===== src/lpd_consts.vh =====
// address map, field positions, reset values and timing counts of the lcd panel driver
`ifndef LPD_CONSTS_VH
`define LPD_CONSTS_VH

// word index of each register, byte address is four times the index
`define LPD_IDX_CTRL      6'h00
`define LPD_IDX_PHASE     6'h01
`define LPD_IDX_SE_FIRST  6'h04
`define LPD_IDX_SE_LAST   6'h09
`define LPD_IDX_PIX_FIRST 6'h10
`define LPD_IDX_PIX_LAST  6'h27

// counts of registers and lines
`define LPD_SE_REGS    6
`define LPD_PIX_REGS   24
`define LPD_SEG_LINES  46
`define LPD_COM_LINES  4
`define LPD_UPPER_SEG  24
`define LPD_UPPER_REG  12
`define LPD_REGS_PER_COM 3

// panel_control fields
`define LPD_CTL_ON     7
`define LPD_CTL_SLPOFF 6
`define LPD_CTL_WFAIL  5
`define LPD_CTL_CS_HI  3
`define LPD_CTL_CS_LO  2
`define LPD_CTL_MUX_HI 1
`define LPD_CTL_MUX_LO 0

// phase_setup fields
`define LPD_PS_TYPEB   7
`define LPD_PS_BIAS    6
`define LPD_PS_ACTIVE  5
`define LPD_PS_WINDOW  4
`define LPD_PS_PRE_HI  3
`define LPD_PS_PRE_LO  0

// reset values
`define LPD_RST_MUX    2'h3
`define LPD_RST_CS     2'h0
`define LPD_RST_PRE    4'h0
`define LPD_RST_BYTE   8'h00

// clock source and common mux codes
`define LPD_CS_SYSDIV  2'h0
`define LPD_CS_TIMER1  2'h1
`define LPD_MUX_STATIC 2'h0

// system clock divided by 256
`define LPD_SYSDIV_LAST 8'hff

`endif


===== src/lpd_panel_ctrl.v =====
// register file, clock selection and common/segment sequencing of the lcd panel driver
//
// Our own choices: the register offsets and the Avalon-MM interface to the registers.
`timescale 1ns/1ps
`include "lpd_consts.vh"
module lpd_panel_ctrl (
   // clock, reset, enable
   input  wire        core_clk,
   input  wire        rst_n,
   input  wire        clkEn,
   // avalon-mm slave
   input  wire [7:0]  avs_address,
   input  wire        avs_read,
   input  wire        avs_write,
   input  wire [31:0] avs_writedata,
   input  wire [3:0]  avs_byteenable,
   output reg  [31:0] avs_readdata,
   output reg         avs_waitrequest,
   // device context
   input  wire        sleepMode,
   input  wire        timer1Tick,
   input  wire        slowOscTick,
   // panel side
   output reg  [3:0]  comActive,
   output reg  [45:0] segLevel,
   output reg  [45:0] segPinLcd,
   output reg         drivePolarity,
   output reg         driverActive,
   output reg         staticBias,
   output reg         halfBias
);

   integer i;

   // panel_control
   reg        drvOn_q;
   reg        sleepOff_q;
   reg        wrFail_q;
   reg [1:0]  clkPick_q;
   reg [1:0]  comPick_q;
   // phase_setup
   reg        typeB_q;
   reg        biasPick_q;
   reg [3:0]  presc_q;
   // segment enables and pixel bits
   reg [7:0]  segEnMem [0:`LPD_SE_REGS-1];
   reg [7:0]  pixMem   [0:`LPD_PIX_REGS-1];
   // sequencer
   reg        running_q;
   reg [7:0]  sysDiv_q;
   reg [3:0]  prescCnt_q;
   reg [1:0]  comIdx_q;
   reg        halfPhase_q;
   reg        framePol_q;

   // bus decode
   wire [5:0] wordIdx  = avs_address[7:2];
   wire       busReq   = avs_read | avs_write;
   wire       busTake  = busReq & ~avs_waitrequest;
   wire       wrTake   = busTake & avs_write & avs_byteenable[0];
   wire       isCtrl   = (wordIdx == `LPD_IDX_CTRL);
   wire       isPhase  = (wordIdx == `LPD_IDX_PHASE);
   wire       isSe     = (wordIdx >= `LPD_IDX_SE_FIRST) && (wordIdx <= `LPD_IDX_SE_LAST);
   wire       isPix    = (wordIdx >= `LPD_IDX_PIX_FIRST) && (wordIdx <= `LPD_IDX_PIX_LAST);
   wire [5:0] seSel    = wordIdx - `LPD_IDX_SE_FIRST;
   wire [5:0] pixSel   = wordIdx - `LPD_IDX_PIX_FIRST;
   wire [7:0] wrByte   = avs_writedata[7:0];

   // pixel writes are refused only while a type-B frame of inverted polarity is on the glass
   wire       pixWindow = ~running_q | ~typeB_q | ~framePol_q;
   wire       pixWrite  = wrTake & isPix;
   wire       pixBlock  = pixWrite & ~pixWindow;

   // register views
   wire [7:0] ctrlView;
   wire [7:0] phaseView;
   assign ctrlView  = {drvOn_q, sleepOff_q, wrFail_q, 1'b0, clkPick_q, comPick_q};
   assign phaseView = {typeB_q, biasPick_q, running_q, pixWindow, presc_q};

   // read mux
   reg  [7:0] rdByte;
   always @* begin
      rdByte = `LPD_RST_BYTE;
      if (isCtrl) begin
         rdByte = ctrlView;
      end else if (isPhase) begin
         rdByte = phaseView;
      end else if (isSe) begin
         rdByte = segEnMem[seSel[2:0]];
      end else if (isPix) begin
         rdByte = pixMem[pixSel[4:0]];
      end
   end

   // bus handshake: waitrequest drops for one cycle, one cycle after the request rises
   always @(posedge core_clk) begin
      if (!rst_n) begin
         avs_waitrequest <= 1'b1;
         avs_readdata    <= 32'h0000_0000;
      end else if (clkEn) begin
         if (busReq && avs_waitrequest) begin
            avs_waitrequest <= 1'b0;
            avs_readdata    <= {24'h00_0000, rdByte};
         end else begin
            avs_waitrequest <= 1'b1;
         end
      end
   end

   // control and phase registers
   always @(posedge core_clk) begin
      if (!rst_n) begin
         drvOn_q    <= 1'b0;
         sleepOff_q <= 1'b0;
         wrFail_q   <= 1'b0;
         clkPick_q  <= `LPD_RST_CS;
         comPick_q  <= `LPD_RST_MUX;
         typeB_q    <= 1'b0;
         biasPick_q <= 1'b0;
         presc_q    <= `LPD_RST_PRE;
      end else if (clkEn) begin
         if (wrTake && isCtrl) begin
            drvOn_q    <= wrByte[`LPD_CTL_ON];
            sleepOff_q <= wrByte[`LPD_CTL_SLPOFF];
            clkPick_q  <= wrByte[`LPD_CTL_CS_HI:`LPD_CTL_CS_LO];
            comPick_q  <= wrByte[`LPD_CTL_MUX_HI:`LPD_CTL_MUX_LO];
         end
         if (wrTake && isPhase) begin
            typeB_q    <= wrByte[`LPD_PS_TYPEB];
            biasPick_q <= wrByte[`LPD_PS_BIAS];
            presc_q    <= wrByte[`LPD_PS_PRE_HI:`LPD_PS_PRE_LO];
         end
         // a refused pixel write sets the flag even in the cycle software clears it
         if (pixBlock) begin
            wrFail_q <= 1'b1;
         end else if (wrTake && isCtrl && !wrByte[`LPD_CTL_WFAIL]) begin
            wrFail_q <= 1'b0;
         end
      end
   end

   // segment enable and pixel storage
   always @(posedge core_clk) begin
      if (!rst_n) begin
         for (i = 0; i < `LPD_SE_REGS; i = i + 1) begin
            segEnMem[i] <= `LPD_RST_BYTE;
         end
         for (i = 0; i < `LPD_PIX_REGS; i = i + 1) begin
            pixMem[i] <= `LPD_RST_BYTE;
         end
      end else if (clkEn) begin
         if (wrTake && isSe) begin
            segEnMem[seSel[2:0]] <= wrByte;
         end
         // blocked writes leave the glass content untouched
         if (pixWrite && pixWindow) begin
            pixMem[pixSel[4:0]] <= wrByte;
         end
      end
   end

   // drive clock source and prescaler
   reg  srcTick;
   always @* begin
      if (clkPick_q == `LPD_CS_SYSDIV) begin
         srcTick = (sysDiv_q == `LPD_SYSDIV_LAST);
      end else if (clkPick_q == `LPD_CS_TIMER1) begin
         srcTick = timer1Tick;
      end else begin
         srcTick = slowOscTick;
      end
   end

   wire phaseTick = running_q & srcTick & (prescCnt_q == presc_q);
   wire lastCom   = (comIdx_q == comPick_q);
   // type-A finishes both polarities on a common before moving on
   wire comStep   = typeB_q | halfPhase_q;

   always @(posedge core_clk) begin
      if (!rst_n) begin
         running_q   <= 1'b0;
         sysDiv_q    <= 8'h00;
         prescCnt_q  <= 4'h0;
         comIdx_q    <= 2'h0;
         halfPhase_q <= 1'b0;
         framePol_q  <= 1'b0;
      end else if (clkEn) begin
         running_q <= drvOn_q & ~(sleepMode & sleepOff_q);
         sysDiv_q  <= sysDiv_q + 8'h01;
         if (!running_q) begin
            prescCnt_q  <= 4'h0;
            comIdx_q    <= 2'h0;
            halfPhase_q <= 1'b0;
            framePol_q  <= 1'b0;
         end else if (srcTick) begin
            if (prescCnt_q == presc_q) begin
               prescCnt_q <= 4'h0;
            end else begin
               prescCnt_q <= prescCnt_q + 4'h1;
            end
         end
         if (phaseTick) begin
            halfPhase_q <= ~halfPhase_q;
            if (!typeB_q) begin
               framePol_q <= ~framePol_q;
            end
            if (comStep) begin
               // commons cycle through comPick+1 lines
               if (lastCom) begin
                  comIdx_q <= 2'h0;
                  if (typeB_q) begin
                     framePol_q <= ~framePol_q;
                  end
               end else begin
                  comIdx_q <= comIdx_q + 2'h1;
               end
               halfPhase_q <= 1'b0;
            end
         end
      end
   end

   // per-segment pixel selection for the common being driven
   wire [45:0] segNext;
   wire [45:0] segEnFlat;
   genvar s;
   generate
      for (s = 0; s < `LPD_SEG_LINES; s = s + 1) begin : gSeg
         localparam integer UP   = (s >= `LPD_UPPER_SEG) ? 1 : 0;
         localparam integer REL  = s - UP * `LPD_UPPER_SEG;
         localparam integer BASE = UP * `LPD_UPPER_REG + REL / 8;
         wire [4:0] regIdx = BASE[4:0] + {1'b0, comIdx_q, 2'b00} - {3'b000, comIdx_q};
         wire       pixBit = pixMem[regIdx][REL % 8];
         assign segEnFlat[s] = segEnMem[s / 8][s % 8];
         assign segNext[s]   = pixBit & segEnFlat[s];
      end
   endgenerate

   // one-hot common select
   reg [3:0] comNext;
   always @* begin
      comNext = 4'h0;
      if (running_q) begin
         case (comIdx_q)
            2'h0:    comNext = 4'h1;
            2'h1:    comNext = 4'h2;
            2'h2:    comNext = 4'h4;
            2'h3:    comNext = 4'h8;
            default: comNext = 4'h0;
         endcase
      end
   end

   // panel outputs, all registered
   always @(posedge core_clk) begin
      if (!rst_n) begin
         comActive     <= 4'h0;
         segLevel      <= 46'h0000_0000_0000;
         segPinLcd     <= 46'h0000_0000_0000;
         drivePolarity <= 1'b0;
         driverActive  <= 1'b0;
         staticBias    <= 1'b0;
         halfBias      <= 1'b0;
      end else if (clkEn) begin
         comActive     <= comNext;
         // a stopped driver leaves every segment clear
         segLevel      <= running_q ? segNext : 46'h0000_0000_0000;
         segPinLcd     <= segEnFlat;
         drivePolarity <= running_q & framePol_q;
         driverActive  <= running_q;
         staticBias    <= (comPick_q == `LPD_MUX_STATIC);
         // half bias only has meaning with two or three commons
         halfBias      <= biasPick_q & (comPick_q != `LPD_MUX_STATIC)
                          & (comPick_q != `LPD_RST_MUX);
      end
   end

endmodule


===== config.mk =====
export PLATFORM = sky130hd
export DESIGN_NAME = lpd_panel_ctrl
export DESIGN_NICKNAME = d
export VERILOG_FILES = /design/src/lpd_panel_ctrl.v
export VERILOG_INCLUDE_DIRS = /design/src /design/src/src
export SDC_FILE = /design/constraint.sdc
export NUM_CORES = 1
export LEC_CHECK = 0
export BUFFER_PORTS_ARGS = -buffer_cell sky130_fd_sc_hd__buf_4
export CAP_MARGIN = 20
export CORE_ASPECT_RATIO = 0.5
export CORE_MARGIN = 4
export CORE_UTILIZATION = 35
export DETAILED_ROUTE_END_ITERATION = 16
export HOLD_SLACK_MARGIN = 0.15
export MAX_ROUTING_LAYER = met4
export PLACE_DENSITY = 0.53
export SYNTH_ARGS = -nofsm -noshare
export SYNTH_HDL_FRONTEND = slang
export SYNTH_SLANG_ARGS = --single-unit

===== constraint.sdc =====
create_clock -name core_clk -period 3.85 [get_ports core_clk]
set_clock_uncertainty 0.2 [all_clocks]
set_input_delay 1.155 -clock core_clk [delete_from_list [all_inputs] [get_ports core_clk]]
set_output_delay 1.155 -clock core_clk [all_outputs]
set_load 0.01 [all_outputs]

==> summary.txt, run 1 <==
=================================================================================
Tightest Pin Transition ............................................      1120 ps
Average cell area after synthesis ..................................     13.4 um2
Placeable core region ..............................................   0.0739 mm2
Layout Cell Area excl Fill .........................................   0.0309 mm2
DRT Pass-1 Iters ...................................................            6
Total of buffers placed on input and output ports ..................          131
Peak ir drop on the vdd network ....................................     0.271 mV
Number of resized instances in the post-cts repair step ............            0
Clock buffers created by TritonCTS .................................           46
Worst Setup Start Kind .............................................    flip-flop
Met3 Usage GRT .....................................................       0.0718
Cell type contributing the most total cell area after synthesis ....     edfxtp_1
Overall Global Routing Usage .......................................        0.259
Clock tree from TritonCTS ..........................................        built
Final WS setup .....................................................       365 ps
Number of hold violations in the final report ......................            0
Most frequent cells in the layout .................................. edfxtp_1, buf_4, and2_1, mux4_2, dfxtp_1
Maximum fanout along the worst path ................................           31
Number of levels in the clock H-tree ...............................            2
Fraction of synthesis flops using an asynchronous set or reset pin .            0
Most used flip-flop cell after synthesis ...........................     edfxtp_1
Global routing met2 resource utilization ...........................        0.358
Clock root buffer master ...........................................    clkbuf_16
Unrepaired setup endpoints after global routing ....................        false
Final setup violation count ........................................            0
Via count of the first global-routing pass .........................       18,400
Cell leakage power .................................................      11.1 nW
Worst hold slack ...................................................       247 ps
Cts hold-fix bufs ..................................................            0
M1 GR Usage ........................................................        0.372
Deepest clock path buffer count ....................................            3
Area of the die ....................................................   0.0803 mm2
Std cell rows ......................................................           70
Number of design rule violations left after detail routing .........            0
Number of DRC markers after the initial detailed-route iteration ...        2,872
CP arrival .........................................................      3790 ps
Area growth from synthesis to final layout .........................        16.7%
Worst slew margin ..................................................        0.246
Final weighted congestion in routability-driven placement ..........         1.01
Number of violations of the max-capacitance limit ..................            0
Die span in x ......................................................       397 um
Post-synthesis instance area .......................................   0.0265 mm2
Die Span Y .........................................................       202 um
Number of antenna violations at the first check in global routing ..            8
Number of warnings printed during yosys synthesis ..................            0
DRT Wirelength .....................................................   102,000 um
Post-layout min period .............................................      3480 ps
Post-synth top area share ..........................................        0.363
Sequential fraction of the synthesis area ..........................        0.468
DP Worst Slack .....................................................      -150 ps
Synthesized netlist cell count .....................................        1,968
Vias after detailed routing ........................................       19,800
Worst-path clk slew ................................................        70 ps
Total power after layout ...........................................      11.4 mW
IO Count ...........................................................          185
Final number of max-transition violations ..........................            0
Number of storage elements in the synthesis netlist ................          459
HPWL after detailed placement ......................................    76,900 um
Vias per inst ......................................................         6.09
Critical Setup Path Class ..........................................   reg -> reg
Largest net degree at the start of global routing ..................           71
Latest clock arrival within the worst-skew pair ....................       610 ps
Leftover overflow at the end of global routing .....................            0
PwrDens ............................................................   368 mW/mm2
Type of the tightest min-delay check ...............................   reg -> reg
Sum of negative setup slack ........................................         0 ps
Maximum clock frequency ............................................      287 MHz
Residual antenna-violating net count after detailed routing ........            0
Number of nets at the end of the flow ..............................        2,263
Run status .........................................................    completed
Busiest layer in global routing ....................................         met1
Initial standard-cell utilization of the core ......................        0.358
Distinct cell type count of the synthesized netlist ................           72
Post-CTS setup buffer count ........................................            0
Number of fill cells in the layout .................................        6,939
DP Area ............................................................   0.0293 mm2
Ratio of cells with drive above 1 in the final layout ..............        0.290
Post-synth EDFFs ...................................................          320
Mean routed wirelength per cell ....................................      31.5 um
Global-route wire length before repair .............................   144,000 um
Count of clock tree sinks ..........................................          459
Most common library cell in the layout ignoring fill and taps ......     edfxtp_1
Type of element capturing the critical path ........................    flip-flop
Share of the clock period used by the worst path ...................        0.905
Area contributors post-synth ....................................... edfxtp_1, mux4_2, dfxtp_1, and2_1, mux2i_1
CP required ........................................................      4150 ps
=================================================================================
==> synthesized netlist by cell type (all sizes together), types with 6 or more instances <==
cell type  instances
a2111oi            6
a211oi            13
a21boi            12
a21oi             21
a221o              7
a221oi            19
a22o              32
a22oi             18
a32o              25
and2             250
and3               6
buf              118
clkbuf            81
dfxtp            139
edfxtp           320
ha                 9
mux2              33
mux2i            110
mux4             254
nand2             77
nand2b            14
nand3             32
nand4             13
nor2              57
nor2b             80
o2111ai            6
o211ai            10
o21ai             89
o221ai             6
o22ai             25
o311ai             8
xor2               8
==> cell families after synthesis <==
logic type / after synthesis / synth area share
XOR/XNOR: 13 / 0.00459
buffers and inverters: 204 / 0.0409
AND/OR/NAND/NOR: 561 / 0.121
flip-flops: 459 / 0.468
AO/OA/AOI/OAI: 324 / 0.0884
multiplexers: 397 / 0.272
adder cells (fa/ha/maj): 9 / 0.00426
other: 1 / 0.000142
==> cell type report <==
type                       instances  area (um2)  area share
clock inverter                    24         224     0.00726
inverter                           5        18.8    0.000608
multi-input combinational       1408       13400       0.434
antenna                            6        15.0    0.000486
tap                             1008        1260      0.0409
clock buffer                      60        1280      0.0413
timing repair buffer             282        2280      0.0739
sequential                       459       12400       0.402
==> registers in the layout, summed over array words and instances (netlist names), 2 cells and up <==
register and count:
pixMem 256, segEnMem 64, segLevel 46, segPinLcd 46, avs_readdata 8, sysDiv_q 8
comActive 4, prescCnt_q 4, presc_q 4, clkPick_q 2, comIdx_q 2, comPick_q 2
==> metrics by stage <==
stage	util	std cells
5_1_grt	0.417	3249
2_1_floorplan	-	2071
3_5_place_dp	0.397	3161
4_1_cts	0.417	3245
6_report	0.418	3252
3_3_place_gp	0.397	3161
==> report_power, final <==
group	switching, mW	internal [mW]
Sequential	0.201	5.44
Clock	2.05	2.61
Combinational	0.634	0.439
==> routing by layer <==
metal	wire, um	vias to the layer above
li1	-	8125
met1	43800	10300
met2	43300	1182
met3	12200	176
met4	3020	0
met5	0	-
==> path summary, 6_finish.rpt <==
check	slack, ps	to	cells past startpoint	from
worst min-delay path	250	segLevel[33]	2	segLevel[33]
worst max register to register	370	segLevel[0]	9	comIdx_q[1]
worst min register to register	250	segLevel[33]	2	segLevel[33]
worst max-delay path	370	segLevel[0]	9	comIdx_q[1]
==> worst max-delay path, cell delays in order, from the launching register on <==
cell and delay (ps):
dfxtp_4 470, inv_1 120, ha_4 520, buf_12 290
buf_4 290, mux4_2 350, a22o_1 220, o21ai_0 460
o21ai_1 150, a32o_1 280
(Power assumes the default switching activity.)
==> run 2: changes to the inputs <==
CELL_PAD_IN_SITES_DETAIL_PLACEMENT = 1   (was unset)
CELL_PAD_IN_SITES_GLOBAL_PLACEMENT = 2   (was unset)
PLACE_DENSITY = 0.69   (was 0.53)
==> summary.txt, run 2 (synthesized netlist as in run 1, its figures left out) <==
================================================================================
DP Area ...........................................................   0.0293 mm2
M1 GR Usage .......................................................        0.375
Number of hold violations in the final report .....................            0
Reg with most FFs .................................................       pixMem
Type of the tightest min-delay check ..............................   reg -> reg
Placeable core region .............................................   0.0739 mm2
Final WS setup ....................................................       397 ps
Number of antenna violations at the first check in global routing .            5
Number of flip-flops under the largest register name ..............          256
Post-CTS setup buffer count .......................................            0
Clock root buffer master ..........................................    clkbuf_16
Post-layout min period ............................................      3450 ps
Area of the multi-input gates .....................................   0.0134 mm2
Count of clock tree sinks .........................................          459
Vias after detailed routing .......................................       19,700
Sum of negative setup slack .......................................         0 ps
Cell leakage power ................................................      11.1 nW
Initial standard-cell utilization of the core .....................        0.358
Most common library cell in the layout ignoring fill and taps .....     edfxtp_1
Overall Global Routing Usage ......................................        0.268
Area of the die ...................................................   0.0803 mm2
CP startpoint .....................................................  comIdx_q[0]
Number of nets at the end of the flow .............................        2,259
Tightest Pin Transition ...........................................      1020 ps
Final weighted congestion in routability-driven placement .........         1.05
Cts hold-fix bufs .................................................            0
Biggest regs ...................................................... pixMem: 256 flops, segEnMem: 64 flops
Number of design rule violations left after detail routing ........            0
Cells along the critical path ..................................... inv_1, ha_4, buf_12, mux4_2, a221oi_1, o21ai_0, a32o_1
DRT Wirelength ....................................................   106,000 um
Number of fill cells in the layout ................................        7,678
Final setup violation count .......................................            0
Critical Setup Path Class .........................................   reg -> reg
Number of violations of the max-capacitance limit .................            0
HPWL after detailed placement .....................................    80,100 um
Leftover overflow at the end of global routing ....................            0
Global-route wire length before repair ............................   149,000 um
Layout Cell Area excl Fill ........................................   0.0308 mm2
Maximum fanout along the worst path ...............................           30
Area growth from synthesis to final layout ........................        16.3%
Clock tree from TritonCTS .........................................        built
PwrDens ...........................................................   369 mW/mm2
Worst flop-to-flop path startpoint ................................  comIdx_q[0]
Die span in x .....................................................       397 um
Number of levels in the clock H-tree ..............................            2
Share of the clock period used by the worst path ..................        0.897
Worst Setup Start Kind ............................................    flip-flop
Worst-path clk slew ...............................................        60 ps
Post-route non-filler standard cell count .........................        3,248
Worst Hold Launch ................................................. segLevel[36]
Maximum clock frequency ...........................................      290 MHz
Vias per inst .....................................................         6.07
Most frequent cells in the layout ................................. edfxtp_1, buf_4, and2_1, mux4_2, dfxtp_1
Slowest CP cell ...................................................       mux4_2
Peak ir drop on the vdd network ...................................     0.279 mV
Die Span Y ........................................................       202 um
Total of buffers placed on input and output ports .................          131
Latest clock arrival within the worst-skew pair ...................       610 ps
Type of element capturing the critical path .......................    flip-flop
Deepest clock path buffer count ...................................            3
Number of DRC markers after the initial detailed-route iteration ..        2,677
DP Worst Slack ....................................................      87.3 ps
Register cell area after layout ...................................   0.0124 mm2
Ratio of cells with drive above 1 in the final layout .............        0.288
Run status ........................................................    completed
Unrepaired setup endpoints after global routing ...................        false
Mean routed wirelength per cell ...................................      32.7 um
CP arrival ........................................................      3740 ps
Worst slew margin .................................................        0.319
Std cell rows .....................................................           70
CP required .......................................................      4140 ps
Clock buffers created by TritonCTS ................................           46
Number of resized instances in the post-cts repair step ...........            0
IO Count ..........................................................          185
Core utilization of the finished layout ...........................        0.416
DRT Pass-1 Iters ..................................................            5
Global routing met2 resource utilization ..........................        0.383
Highest cell delay on the worst timing path .......................       620 ps
Final number of max-transition violations .........................            0
Residual antenna-violating net count after detailed routing .......            0
Met3 Usage GRT ....................................................       0.0811
Busiest layer in global routing ...................................         met2
Number of placed instances, taps included .........................        3,158
Via count of the first global-routing pass ........................       19,100
Largest net degree at the start of global routing .................           75
================================================================================
## run 2: cell types whose count changed in the layout (fill, tap and decap cells not counted)
cell        before  now
buf_4          269  270
inv_6            3    0
buf_12          13    8
clkinvlp_4       3    5
clkbuf_8         3    1
clkbuf_1         9   14
diode_2          6    4
clkbuf_16       48   49
clkinv_2         2    4
clkinv_1        12    9
## run 2: area by class of cell
class | instances | area share
timing repair buffer | 278 | 0.0711
clock buffer | 64 | 0.0420
clock inverter | 22 | 0.00687
tap | 1008 | 0.0410
antenna | 4 | 0.000325
multi-input combinational | 1408 | 0.435
sequential | 459 | 0.403
inverter | 5 | 0.000610
## run 2: worst paths after layout
| path | slack (ps) | depth (start not counted) | endpoint |
|---|---|---|---|
| max | 400 | 7 | segLevel[7] |
| min | 250 | 2 | segLevel[36] |
| max reg2reg | 400 | 7 | segLevel[7] |
| min reg2reg | 250 | 2 | segLevel[36] |
## run 2: stage by stage
| step | hold slack (ps) | power (mW) |
|---|---|---|
| after global placement | 235 | 6.77 |
| final | 246 | 11.4 |
| after CTS | 248 | 11.4 |
| after floorplan | 257 | 6.24 |
| after global routing | 277 | 11.7 |
| after detailed placement | 238 | 6.79 |
## run 2: worst max-delay path: cells and delay by family, from the launching register on
| kind | cells | cell delay (ps) |
|---|---|---|
| AO/OA/AOI/OAI | 3 | 1150 |
| multiplexers | 1 | 620 |
| adder cells (fa/ha/maj) | 1 | 590 |
| flip-flops | 1 | 370 |
| buffers and inverters | 2 | 370 |
## run 2: per-layer routing
layer | vias to the layer above | part of all wire
met5 | - | 0
met4 | 0 | 0.022
met3 | 139 | 0.11
met2 | 983 | 0.43
met1 | 10500 | 0.43
li1 | 8098 | -
## run 2: where the power goes
part	switching (mW)	total, mW	internal (mW)
clock	2.02	4.64	2.62
combinational	0.652	1.09	0.436
sequential	0.192	5.64	5.44
total	2.87	11.4	8.50
